<file path="src/pkg/cpu_bus_map.svh">
// bus cycle constants: status codes, byte-lane codes, sync depth
`ifndef CPU_BUS_MAP_SVH
`define CPU_BUS_MAP_SVH
`define ST_INT_ACK   3'h0
`define ST_IO_READ   3'h1
`define ST_IO_WRITE  3'h2
`define ST_HALT      3'h3
`define ST_CODE_READ 3'h4
`define ST_MEM_READ  3'h5
`define ST_MEM_WRITE 3'h6
`define ST_PASSIVE   3'h7
`define LANE_WORD    2'h0
`define LANE_HIGH    2'h1
`define LANE_LOW     2'h2
`define LANE_NONE    2'h3
`define VECTOR_SHIFT 2
`define SYNC_STAGES  3
`endif

</file>
<file path="src/pkg/cpu_bus_pkg.sv">
// types for the local bus cycle engine
`default_nettype none
package cpu_bus_pkg;
   typedef enum logic [2:0] {
      cyc_code_read, cyc_mem_read, cyc_io_read, cyc_mem_write,
      cyc_io_write, cyc_int_ack, cyc_halt
   } cycle_kind_t;
   typedef enum {
      idle, state_one, state_two, state_three, wait_state, state_four
   } bus_state_t;
endpackage
`default_nettype wire

</file>
<file path="src/logic/pin_sync.sv">
// three-stage synchroniser; change accepted when stages two and three agree
`default_nettype none
`include "cpu_bus_map.svh"
module pin_sync #(
   parameter logic init = 1'b0
) (
   input  wire logic clk,
   input  wire logic resetn,
   input  wire logic pin,
   output logic      level
);
   logic [`SYNC_STAGES-1:0] sh_q;
   always_ff @(posedge clk) begin
      if (!resetn) begin
         sh_q  <= {`SYNC_STAGES{init}};
         level <= init;
      end else begin
         sh_q <= {sh_q[`SYNC_STAGES-2:0], pin};
         if (sh_q[1] == sh_q[2]) begin
            level <= sh_q[2];
         end
      end
   end
endmodule // pin_sync
`default_nettype wire

</file>
<file path="src/logic/lane_select.sv">
// byte-lane encoding and data steering for one access
`default_nettype none
`include "cpu_bus_map.svh"
module lane_select (
   input  wire logic [15:0] addr,
   input  wire logic        word,
   input  wire logic [15:0] wdata,
   output logic [1:0]       lanes,
   output logic [15:0]      bus_wdata
);
   always_comb begin
      if (word && !addr[0]) begin
         lanes = `LANE_WORD;
      end else if (addr[0]) begin
         lanes = `LANE_HIGH;
      end else begin
         lanes = `LANE_LOW;
      end
      // odd bytes ride the high lines
      if (!word && addr[0]) begin
         bus_wdata = {wdata[7:0], 8'h00};
      end else begin
         bus_wdata = wdata;
      end
   end
endmodule // lane_select
`default_nettype wire

</file>
<file path="src/logic/cpu_local_bus_cycle.sv">
// bus cycle engine for a multiplexed 16-bit local bus
`default_nettype none
`include "cpu_bus_map.svh"
module cpu_local_bus_cycle (
   input  wire logic                     clk,
   input  wire logic                     resetn,
   input  wire logic                     req_valid,
   input  wire cpu_bus_pkg::cycle_kind_t req_kind,
   input  wire logic [19:0]              req_addr,
   input  wire logic                     req_word,
   input  wire logic [15:0]              req_wdata,
   output logic                          req_ready,
   output logic                          done,
   output logic [15:0]                   rdata,
   output logic [9:0]                    vector_ptr,
   output logic                          vector_valid,
   input  wire logic                     bus_mode_strap,
   input  wire logic                     ready_pin,
   input  wire logic [15:0]              muxed_addr_data_bus_i,
   output logic [15:0]                   muxed_addr_data_bus_o,
   output logic [15:0]                   muxed_addr_data_bus_oe,
   output logic [3:0]                    addr_high_o,
   output logic                          addr_latch_enable,
   output logic                          mem_io_select,
   output logic                          read_strobe_n,
   output logic                          write_strobe_n,
   output logic                          int_ack_strobe_n,
   output logic                          byte_high_enable_n,
   output logic                          xcvr_direction,
   output logic                          xcvr_data_enable_n,
   output logic [2:0]                    cycle_status,
   output logic                          bus_lock_n
);
   cpu_bus_pkg::bus_state_t   state_q;
   cpu_bus_pkg::cycle_kind_t  kind_q;
   logic        ready_s;
   logic        min_mode_q;
   logic        strap_s;
   logic [15:0] addr_q;
   logic        word_q;
   logic [15:0] wdata_q;
   logic        second_ack_q;
   logic [1:0]  lanes;
   logic [15:0] bus_wdata;
   logic        is_read;
   logic        is_write;
   logic        is_ack;
   logic        is_io;

   function automatic logic [2:0] status_code(
      input cpu_bus_pkg::cycle_kind_t k);
      case (k)
         cpu_bus_pkg::cyc_int_ack:   status_code = `ST_INT_ACK;
         cpu_bus_pkg::cyc_io_read:   status_code = `ST_IO_READ;
         cpu_bus_pkg::cyc_io_write:  status_code = `ST_IO_WRITE;
         cpu_bus_pkg::cyc_halt:      status_code = `ST_HALT;
         cpu_bus_pkg::cyc_code_read: status_code = `ST_CODE_READ;
         cpu_bus_pkg::cyc_mem_read:  status_code = `ST_MEM_READ;
         default:                    status_code = `ST_MEM_WRITE;
      endcase
   endfunction

   pin_sync #(.init(1'b0)) u_ready (
      .clk    (clk),
      .resetn (resetn),
      .pin    (ready_pin),
      .level  (ready_s)
   );
   pin_sync #(.init(1'b1)) u_strap (
      .clk    (clk),
      .resetn (resetn),
      .pin    (bus_mode_strap),
      .level  (strap_s)
   );
   lane_select u_lanes (
      .addr      (addr_q),
      .word      (word_q),
      .wdata     (wdata_q),
      .lanes     (lanes),
      .bus_wdata (bus_wdata)
   );

   assign is_read  = kind_q == cpu_bus_pkg::cyc_code_read ||
                     kind_q == cpu_bus_pkg::cyc_mem_read ||
                     kind_q == cpu_bus_pkg::cyc_io_read;
   assign is_write = kind_q == cpu_bus_pkg::cyc_mem_write ||
                     kind_q == cpu_bus_pkg::cyc_io_write;
   assign is_ack   = kind_q == cpu_bus_pkg::cyc_int_ack;
   assign is_io    = kind_q == cpu_bus_pkg::cyc_io_read ||
                     kind_q == cpu_bus_pkg::cyc_io_write;

   // strap is static; track its synchronised level while idle only
   always_ff @(posedge clk) begin
      if (!resetn) begin
         min_mode_q <= 1'b1;
      end else if (state_q == cpu_bus_pkg::idle) begin
         min_mode_q <= strap_s;
      end
   end

   // fixed state order, waits before four
   always_ff @(posedge clk) begin
      if (!resetn) begin
         state_q <= cpu_bus_pkg::idle;
      end else begin
         case (state_q)
            cpu_bus_pkg::idle:
               // second ack waits for ready to fall: a stale ready
               // from the first ack would end it before the type byte
               if (second_ack_q ? !ready_s : req_valid) begin
                  state_q <= cpu_bus_pkg::state_one;
               end
            cpu_bus_pkg::state_one: begin
               if (kind_q == cpu_bus_pkg::cyc_halt) begin
                  state_q <= cpu_bus_pkg::idle;
               end else begin
                  state_q <= cpu_bus_pkg::state_two;
               end
            end
            cpu_bus_pkg::state_two:
               state_q <= cpu_bus_pkg::state_three;
            cpu_bus_pkg::state_three, cpu_bus_pkg::wait_state: begin
               if (ready_s) begin
                  state_q <= cpu_bus_pkg::state_four;
               end else begin
                  state_q <= cpu_bus_pkg::wait_state;
               end
            end
            default:
               state_q <= cpu_bus_pkg::idle;
         endcase
      end
   end

   // request capture; second acknowledge is self-issued
   always_ff @(posedge clk) begin
      if (!resetn) begin
         kind_q       <= cpu_bus_pkg::cyc_halt;
         addr_q       <= 16'h0000;
         word_q       <= 1'b0;
         wdata_q      <= 16'h0000;
         addr_high_o  <= 4'h0;
         second_ack_q <= 1'b0;
      end else begin
         if (state_q == cpu_bus_pkg::idle && req_valid && !second_ack_q)
         begin
            kind_q      <= req_kind;
            addr_q      <= req_addr[15:0];
            addr_high_o <= req_addr[19:16];
            word_q      <= req_word;
            wdata_q     <= req_wdata;
         end
         if (state_q == cpu_bus_pkg::state_four && is_ack) begin
            second_ack_q <= !second_ack_q;
         end
      end
   end

   // bus pins and strobes, all registered on the next state
   always_ff @(posedge clk) begin
      if (!resetn) begin
         addr_latch_enable      <= 1'b0;
         muxed_addr_data_bus_o  <= 16'h0000;
         muxed_addr_data_bus_oe <= 16'h0000;
         read_strobe_n          <= 1'b1;
         write_strobe_n         <= 1'b1;
         int_ack_strobe_n       <= 1'b1;
         byte_high_enable_n     <= 1'b1;
         mem_io_select          <= 1'b1;
         xcvr_direction         <= 1'b1;
         xcvr_data_enable_n     <= 1'b1;
         cycle_status           <= `ST_PASSIVE;
      end else begin
         addr_latch_enable <= state_q == cpu_bus_pkg::state_one;
         case (state_q)
            cpu_bus_pkg::state_one: begin
               muxed_addr_data_bus_o  <= {addr_q[15:1], lanes[0]};
               muxed_addr_data_bus_oe <= is_ack ? 16'h0000 : 16'hffff;
               byte_high_enable_n <= lanes[1];
               mem_io_select <= !is_io;
               xcvr_direction <= is_write;
               cycle_status <= min_mode_q ? `ST_PASSIVE :
                               status_code(kind_q);
            end
            cpu_bus_pkg::state_two: begin
               if (is_write) begin
                  muxed_addr_data_bus_o  <= bus_wdata;
                  muxed_addr_data_bus_oe <= 16'hffff;
                  // write strobe at start of two
                  write_strobe_n <= !min_mode_q;
               end else begin
                  muxed_addr_data_bus_oe <= 16'h0000;
               end
               xcvr_data_enable_n <= !min_mode_q;
            end
            cpu_bus_pkg::state_three: begin
               // read strobe lags one state for bus float
               read_strobe_n    <= !(min_mode_q && is_read);
               int_ack_strobe_n <= !(min_mode_q && is_ack);
            end
            cpu_bus_pkg::wait_state: begin
               if (ready_s) begin
                  cycle_status <= `ST_PASSIVE;
               end
            end
            cpu_bus_pkg::state_four: begin
               read_strobe_n          <= 1'b1;
               write_strobe_n         <= 1'b1;
               int_ack_strobe_n       <= 1'b1;
               xcvr_data_enable_n     <= 1'b1;
               muxed_addr_data_bus_oe <= 16'h0000;
               cycle_status           <= `ST_PASSIVE;
            end
            default: begin
               muxed_addr_data_bus_oe <= 16'h0000;
               // halt status lasts one clock; idle is passive
               cycle_status           <= `ST_PASSIVE;
            end
         endcase
      end
   end

   // lock from one of first to one of second
   always_ff @(posedge clk) begin
      if (!resetn) begin
         bus_lock_n <= 1'b1;
      end else if (state_q == cpu_bus_pkg::state_one && is_ack) begin
         bus_lock_n <= second_ack_q;
      end
   end

   // read capture and vector pointer
   always_ff @(posedge clk) begin
      if (!resetn) begin
         rdata        <= 16'h0000;
         vector_ptr   <= 10'h000;
         vector_valid <= 1'b0;
         done         <= 1'b0;
         req_ready    <= 1'b0;
      end else begin
         done         <= 1'b0;
         vector_valid <= 1'b0;
         req_ready    <= state_q == cpu_bus_pkg::idle && !second_ack_q
                         && !req_valid;
         if (state_q == cpu_bus_pkg::state_one &&
             kind_q == cpu_bus_pkg::cyc_halt) begin
            done <= 1'b1;
         end
         if (state_q == cpu_bus_pkg::state_four) begin
            done <= !(is_ack && !second_ack_q);
            if (is_read) begin
               rdata <= muxed_addr_data_bus_i;
            end
            if (is_ack && second_ack_q) begin
               vector_ptr <= {muxed_addr_data_bus_i[7:0], 2'h0};
               vector_valid <= 1'b1;
               rdata <= {8'h00, muxed_addr_data_bus_i[7:0]};
            end
         end
      end
   end
endmodule // cpu_local_bus_cycle
`default_nettype wire

</file>
<file path="config.mk">
export PLATFORM = sky130hd
export DESIGN_NAME = cpu_local_bus_cycle
export DESIGN_NICKNAME = d
export VERILOG_FILES = /design/src/pkg/cpu_bus_pkg.sv /design/src/logic/pin_sync.sv /design/src/logic/lane_select.sv /design/src/logic/cpu_local_bus_cycle.sv
export VERILOG_INCLUDE_DIRS = /design/src /design/src/pkg
export SDC_FILE = /design/constraint.sdc
export NUM_CORES = 1
export LEC_CHECK = 0
export ABC_AREA = 1
export BUFFER_PORTS_ARGS = -buffer_cell sky130_fd_sc_hd__buf_2
export CORE_ASPECT_RATIO = 0.9
export CORE_MARGIN = 10
export CORE_UTILIZATION = 46
export DETAILED_ROUTE_END_ITERATION = 16
export GPL_ROUTABILITY_DRIVEN = 0
export PLACE_DENSITY_LB_ADDON = 0.25
export SLEW_MARGIN = 20
export SYNTH_ARGS = -nofsm -noshare
export SYNTH_HDL_FRONTEND = slang
export SYNTH_SLANG_ARGS = --single-unit
</file>
<file path="constraint.sdc">
create_clock -name clk -period 1.3 [get_ports clk]
set_input_delay 0.26 -clock clk [delete_from_list [all_inputs] [get_ports clk]]
set_output_delay 0.26 -clock clk [all_outputs]
set_load 0.03 [all_outputs]
</file>
### Word-level counts from Yosys, hierarchy flattened

Cells that the tools add are included.

| storage, ports and cells | value |
|---|---|
| flip-flop bits (word level) | 153 |
| bits in latches | 0 |
| bits in writable memories | 0 |
| memory bits (read-only) | 0 |
| input port bits | 61 |
| output and inout port bits | 77 |
| memories kept | 0 |

| operators by class | value |
|---|---|
| add/subtract/negate cells | 0 |
| multipliers | 0 |
| divide/modulo/power cells | 0 |
| order comparisons | 0 |
| eq/ne operators | 18 |
| shift-type cells | 0 |
| muxes and demuxes | 27 |
| bitwise operators | 1 |
| reductions and logical operators | 42 |

Operators with widths:

| kind | number |
|---|---|
| case mux 32 bit (4 select lines) | 1 |
| equality test 32 x 2 -> 1 bit (second input constant) | 3 |
| two-way mux 16 bit | 6 |
| equality test 32 x 3 -> 1 bit (second input constant) | 2 |
| zero test 32 bit | 2 |
| case mux 16 bit (3 select lines) | 1 |
| equality test 32 x 1 -> 1 bit (second input constant) | 1 |
| equality test 32 x 4 -> 1 bit (second input constant) | 1 |
| two-way mux 32 bit | 1 |
| case mux 16 bit (2 select lines) | 1 |
| case mux 3 bit (6 select lines) | 1 |
| logical AND 1 bit | 13 |
| AND reduction 2 bit | 6 |
| zero test 1 bit | 10 |
| equality test 3 bit (second input constant) | 3 |
| case mux 3 bit (3 select lines) | 1 |
| case mux 1 bit (2 select lines) | 4 |
| nonzero test 2 bit | 4 |
| equality test 3 x 2 -> 1 bit (second input constant) | 2 |
| two-way mux 1 bit | 6 |
| two-way mux 2 bit | 3 |
| two-way mux 3 bit | 2 |
| logical OR 1 bit | 4 |
| inequality test 2 bit (second input constant) | 2 |
| 6 further kinds | 8 |

### Longest topological paths before layout

| depth | value |
|---|---|
| word-level depth | 6 |
| depth in mapped cells | 10 |

### Cells and area by module

A second synthesis with hierarchy kept.

| unflattened totals | value |
|---|---|
| cells, all modules | 770 |
| area total of the unflattened synthesis | 5051.1 um2 |

Modules (own cells, without submodules):

| module | times used | cells an instance | area an instance (um2) | sequential area each (um2) |
|---|---|---|---|---|
| cpu_local_bus_cycle | 1 | 694 | 4581.9 | 2021.9 |
| lane_select | 1 | 46 | 219.0 | 0.0 |
| pin_sync (u_strap) | 1 | 17 | 133.9 | 80.1 |
| pin_sync (u_ready) | 1 | 13 | 116.4 | 80.1 |

### Worst setup path after synthesis

OpenSTA, ideal clock, no wires.

| timing path | value |
|---|---|
| path type | register -> register |
| start | register state_q[1] |
| end | register addr_high_o[3] |
| setup time | 0.132 ns |
| arrival | 1.216 ns |
| data required time | 1.168 ns |
| slack | -0.048 ns |
| cell stages (with the launch flop) | 10 |
| path buffers | 3 |
| cell sequence | dfxtp_1 -> buf_2 -> nor2_1 -> nand2_2 -> inv_1 -> nand3_1 -> buf_4 -> buf_6 -> nand2_1 -> a21oi_1 |

| between the ends | value |
|---|---|
| cells in the longest elaborated chain, start to end | 3 |

RTL lines:

| item | RTL line | source |
|---|---|---|
| start: declaration | cpu_local_bus_cycle.sv:34 | `cpu_bus_pkg::bus_state_t state_q;` |
| start signal: assignment | cpu_local_bus_cycle.sv:104 | `state_q <= cpu_bus_pkg::idle;` |
| start signal: assignment | cpu_local_bus_cycle.sv:111 | `state_q <= cpu_bus_pkg::state_one;` |
| start signal: assignment | cpu_local_bus_cycle.sv:115 | `state_q <= cpu_bus_pkg::idle;` |
| zero test 32 bit | cpu_local_bus_cycle.sv:145 | `if (state_q == cpu_bus_pkg::idle && req_valid && !second_ack_q)` |
| logical AND 1 bit (2 in a row) | cpu_local_bus_cycle.sv:145 |  |
| end signal: assignment | cpu_local_bus_cycle.sv:149 | `addr_high_o <= req_addr[19:16];` |
| end: declaration | cpu_local_bus_cycle.sv:22 | `output logic [3:0] addr_high_o,` |

Every way passes these cells.
A chain may end at the register's enable or synchronous reset.

### Worst setup path in the final report

| timing path | value |
|---|---|
| start | register state_q[2] |
| end | register addr_q[8] |

| between the ends | value |
|---|---|
| cells in the longest elaborated chain, start to end | 3 |

RTL lines:

| item | RTL line | source |
|---|---|---|
| zero test 32 bit | cpu_local_bus_cycle.sv:145 |  |
| logical AND 1 bit (2 in a row) | cpu_local_bus_cycle.sv:145 |  |
| end signal: assignment | cpu_local_bus_cycle.sv:148 | `addr_q <= req_addr[15:0];` |
| end: declaration | cpu_local_bus_cycle.sv:39 | `logic [15:0] addr_q;` |

Every way passes these cells.

==> metrics.txt <==
outcome finished, violations left; failing checks negative setup slack; Max-Cap Viols 0; TritonCTS buffer count 9; register area share after synthesis between 40 and 50%; clock sinks 109; WS Path Type reg -> reg; crit path DAT around 1.7 ns; Req. time, crit path around 1.6 ns; First-pass DRT Iterations 5; initial antenna violation count 0; min Tclk post-route approximately 1.4 ns; vias per inst just over 5; synth unique cells 29; RSZ-0062 raised after global routing yes; Final period util 107%; cell count after synthesis between 600 and 700; PD cells between 1000 and 1500 nW/um^2; maximum clock path buffer count 2; HPWL after detailed placement 9.68 mm; Area Growth Syn to Fin 40.1%; Critical Path Start Type flop; Pleak 3.03 nW; fillers 822; CP delay by family, top buffers and inverters; mapped cell area around 4600 um^2; num ports approximately 140; post-route setup slack -0.0918 ns; final setup violation count 70; Initial Util a little under half; Post-synth EDFFs 0; most used cell, CP buf_6; Worst-path clk slew about 0.10 ns; synthesized area per cell a little over 7 um^2; CTS tree done; CTS Hold Buffers Added 0; CORE AREA 9660 um^2; Worst Setup End Kind flop; gr ovfl total 0; gr usage total 17.6%; Cell Chain, Critical Path inv_4 > buf_6 > nand2_4 > nor3_4 > buf_6 > clkbuf_16 > nand2_1 > a21oi_1; DRT antenna net count 0; post-synthesis register bit count approximately 110; largest net degree at the start of global routing 45; port buffer count roughly 140; share of layout cells above drive strength 1 ~35%; vias in the first global route 4,363; FP Rows 34; fraction of synthesis flops using an asynchronous set or reset pin 0%; Most used DFF post-synth dfxtp_1; Clock Latency Late Sink 0.38 ns; Die ar. around 14,000 um^2; total vias in the final route 4,657; CTS Root Cell clkbuf_8; Setup Slack @ Placement -0.147 ns; final net count 853; first-pass GRT wire length roughly 21 mm; Die Span Y roughly 110 um; CP bufs+invs 4; Hold Fails Final Rpt 0; Worst Hold Class in -> reg; slowest stage cell on the critical path dfxtp_2; H-tree depth 3; DRC violations left 0; Iter 0 DRT Violations between 300 and 400; Inserted Diodes 0; commonest non-fill, non-tap cell in the layout nand2_1; DR WL/cell 16.1 um; die width 125 um; post-route design area roughly 6400 um^2; largest stage delay on the critical path between 0.3 and 0.4 ns; Slew Viols, Final 0; f_max 718 MHz; Synth Warn # 0; Placed Area ~5400 um^2; DRT Wirelength around 15 mm; VDD IR max just under 800 uV; most frequent cells in the layout 194 x nand2_1, 119 x buf_2, 102 x dfxtp_1, 53 x nor2_1, 49 x a21oi_1; Clock Skew roughly 0.012 ns; Worst Path Max Fanout 5
-- sequential cells by signal, indices dropped and copies added (netlist names), 3 cells and up --
register / flops
u_ready.sh_q: 3
wdata_q: 16
addr_q: 16
vector_ptr: 8
kind_q: 3
rdata: 16
u_strap.sh_q: 3
addr_high_o: 4
muxed_addr_data_bus_o: 16
cycle_status: 3
state_q: 3
-- metal layers --
layer / global-route usage [%] / share of wire, %
met1: 22.8 / 45
met2: 28.2 / 47
met3: 5.97 / 6.8
met4: 3.68 / 1.8
met5: 0 / 0
-- Yosys cell counts, types with 2 or more instances --
cell type | instances | area (um^2)
o22ai_1 | 2 | 12.5
nor2_2 | 2 | 12.5
nand2_1 | 209 | 785
nand4_1 | 2 | 12.5
nor2_1 | 58 | 218
inv_2 | 5 | 18.8
buf_2 | 13 | 65.1
nand3_1 | 28 | 140
or2_2 | 3 | 18.8
buf_6 | 4 | 45.0
clkbuf_1 | 11 | 41.3
inv_1 | 43 | 161
a21oi_1 | 65 | 325
dfxtp_1 | 109 | 2180
buf_4 | 20 | 150
o21ai_0 | 38 | 190
nand3b_1 | 6 | 45.0
nor3_4 | 2 | 32.5
nand2_2 | 5 | 31.3
-- layout make-up --
class / count / area [um^2] / area share [%]
clock buffer: 10 / 138 / 2.16
clock inverter: 6 / 70.1 / 1.10
inverter: 48 / 193 / 3.02
multi-input combinational: 432 / 2160 / 33.9
sequential: 109 / 2200 / 34.5
tap: 126 / 158 / 2.47
timing repair buffer: 192 / 1460 / 22.9
-- path summary, 6_finish.rpt --
kind / end / slack (ns) / cells past startpoint / start
setup reg to reg: addr_q[8] / -0.09 / 8 / state_q[2]
setup / recovery: addr_q[8] / -0.09 / 8 / state_q[2]
hold / removal: u_strap.sh_q[0] / 0.07 / 2 / bus_mode_strap
hold reg to reg: u_strap.sh_q[1] / 0.42 / 1 / u_strap.sh_q[0]
-- cell families after synthesis --
logic type	count (synthesis)	synth area share, %
AO/OA/AOI/OAI	109	12.2
flip-flops	109	47.9
other	1	0.0823
AND/OR/NAND/NOR	319	29.2
buffers and inverters	97	10.7
-- per-stage QoR --
stage	power [W]	std cells	utilization, %	setup TNS, ns	hold WS, ns
after detailed placement	0.00540	883	56.3	-3.97	0.399
after floorplan	0.00489	636	-	-0.0113	0.339
final	0.00800	923	66.1	-2.31	0.0656
after global placement	0.00537	883	56.3	-0.428	0.396
after global routing	0.00837	923	66.1	-8.72	0.0641
after CTS	0.00757	901	59.4	-0.365	0.0538
-- timing repair --
action                                  in CTS  in global routing
gates resized for setup                     23                126
setup buffers                                1                 13
endpoints found under the setup margin      99                109
pin swaps                                    2                 23
cloned                                       1                  9
-- power by group --
group          leakage [nW]  switching [W]  total (W)  internal (W)
clock network        0.0951        0.00119    0.00214      0.000954
logic                  2.04        0.00128    0.00216      0.000874
registers             0.893       0.000140    0.00370       0.00356
total                  3.03        0.00261    0.00800       0.00539
Note: power is estimated with default switching activity, not from simulation.
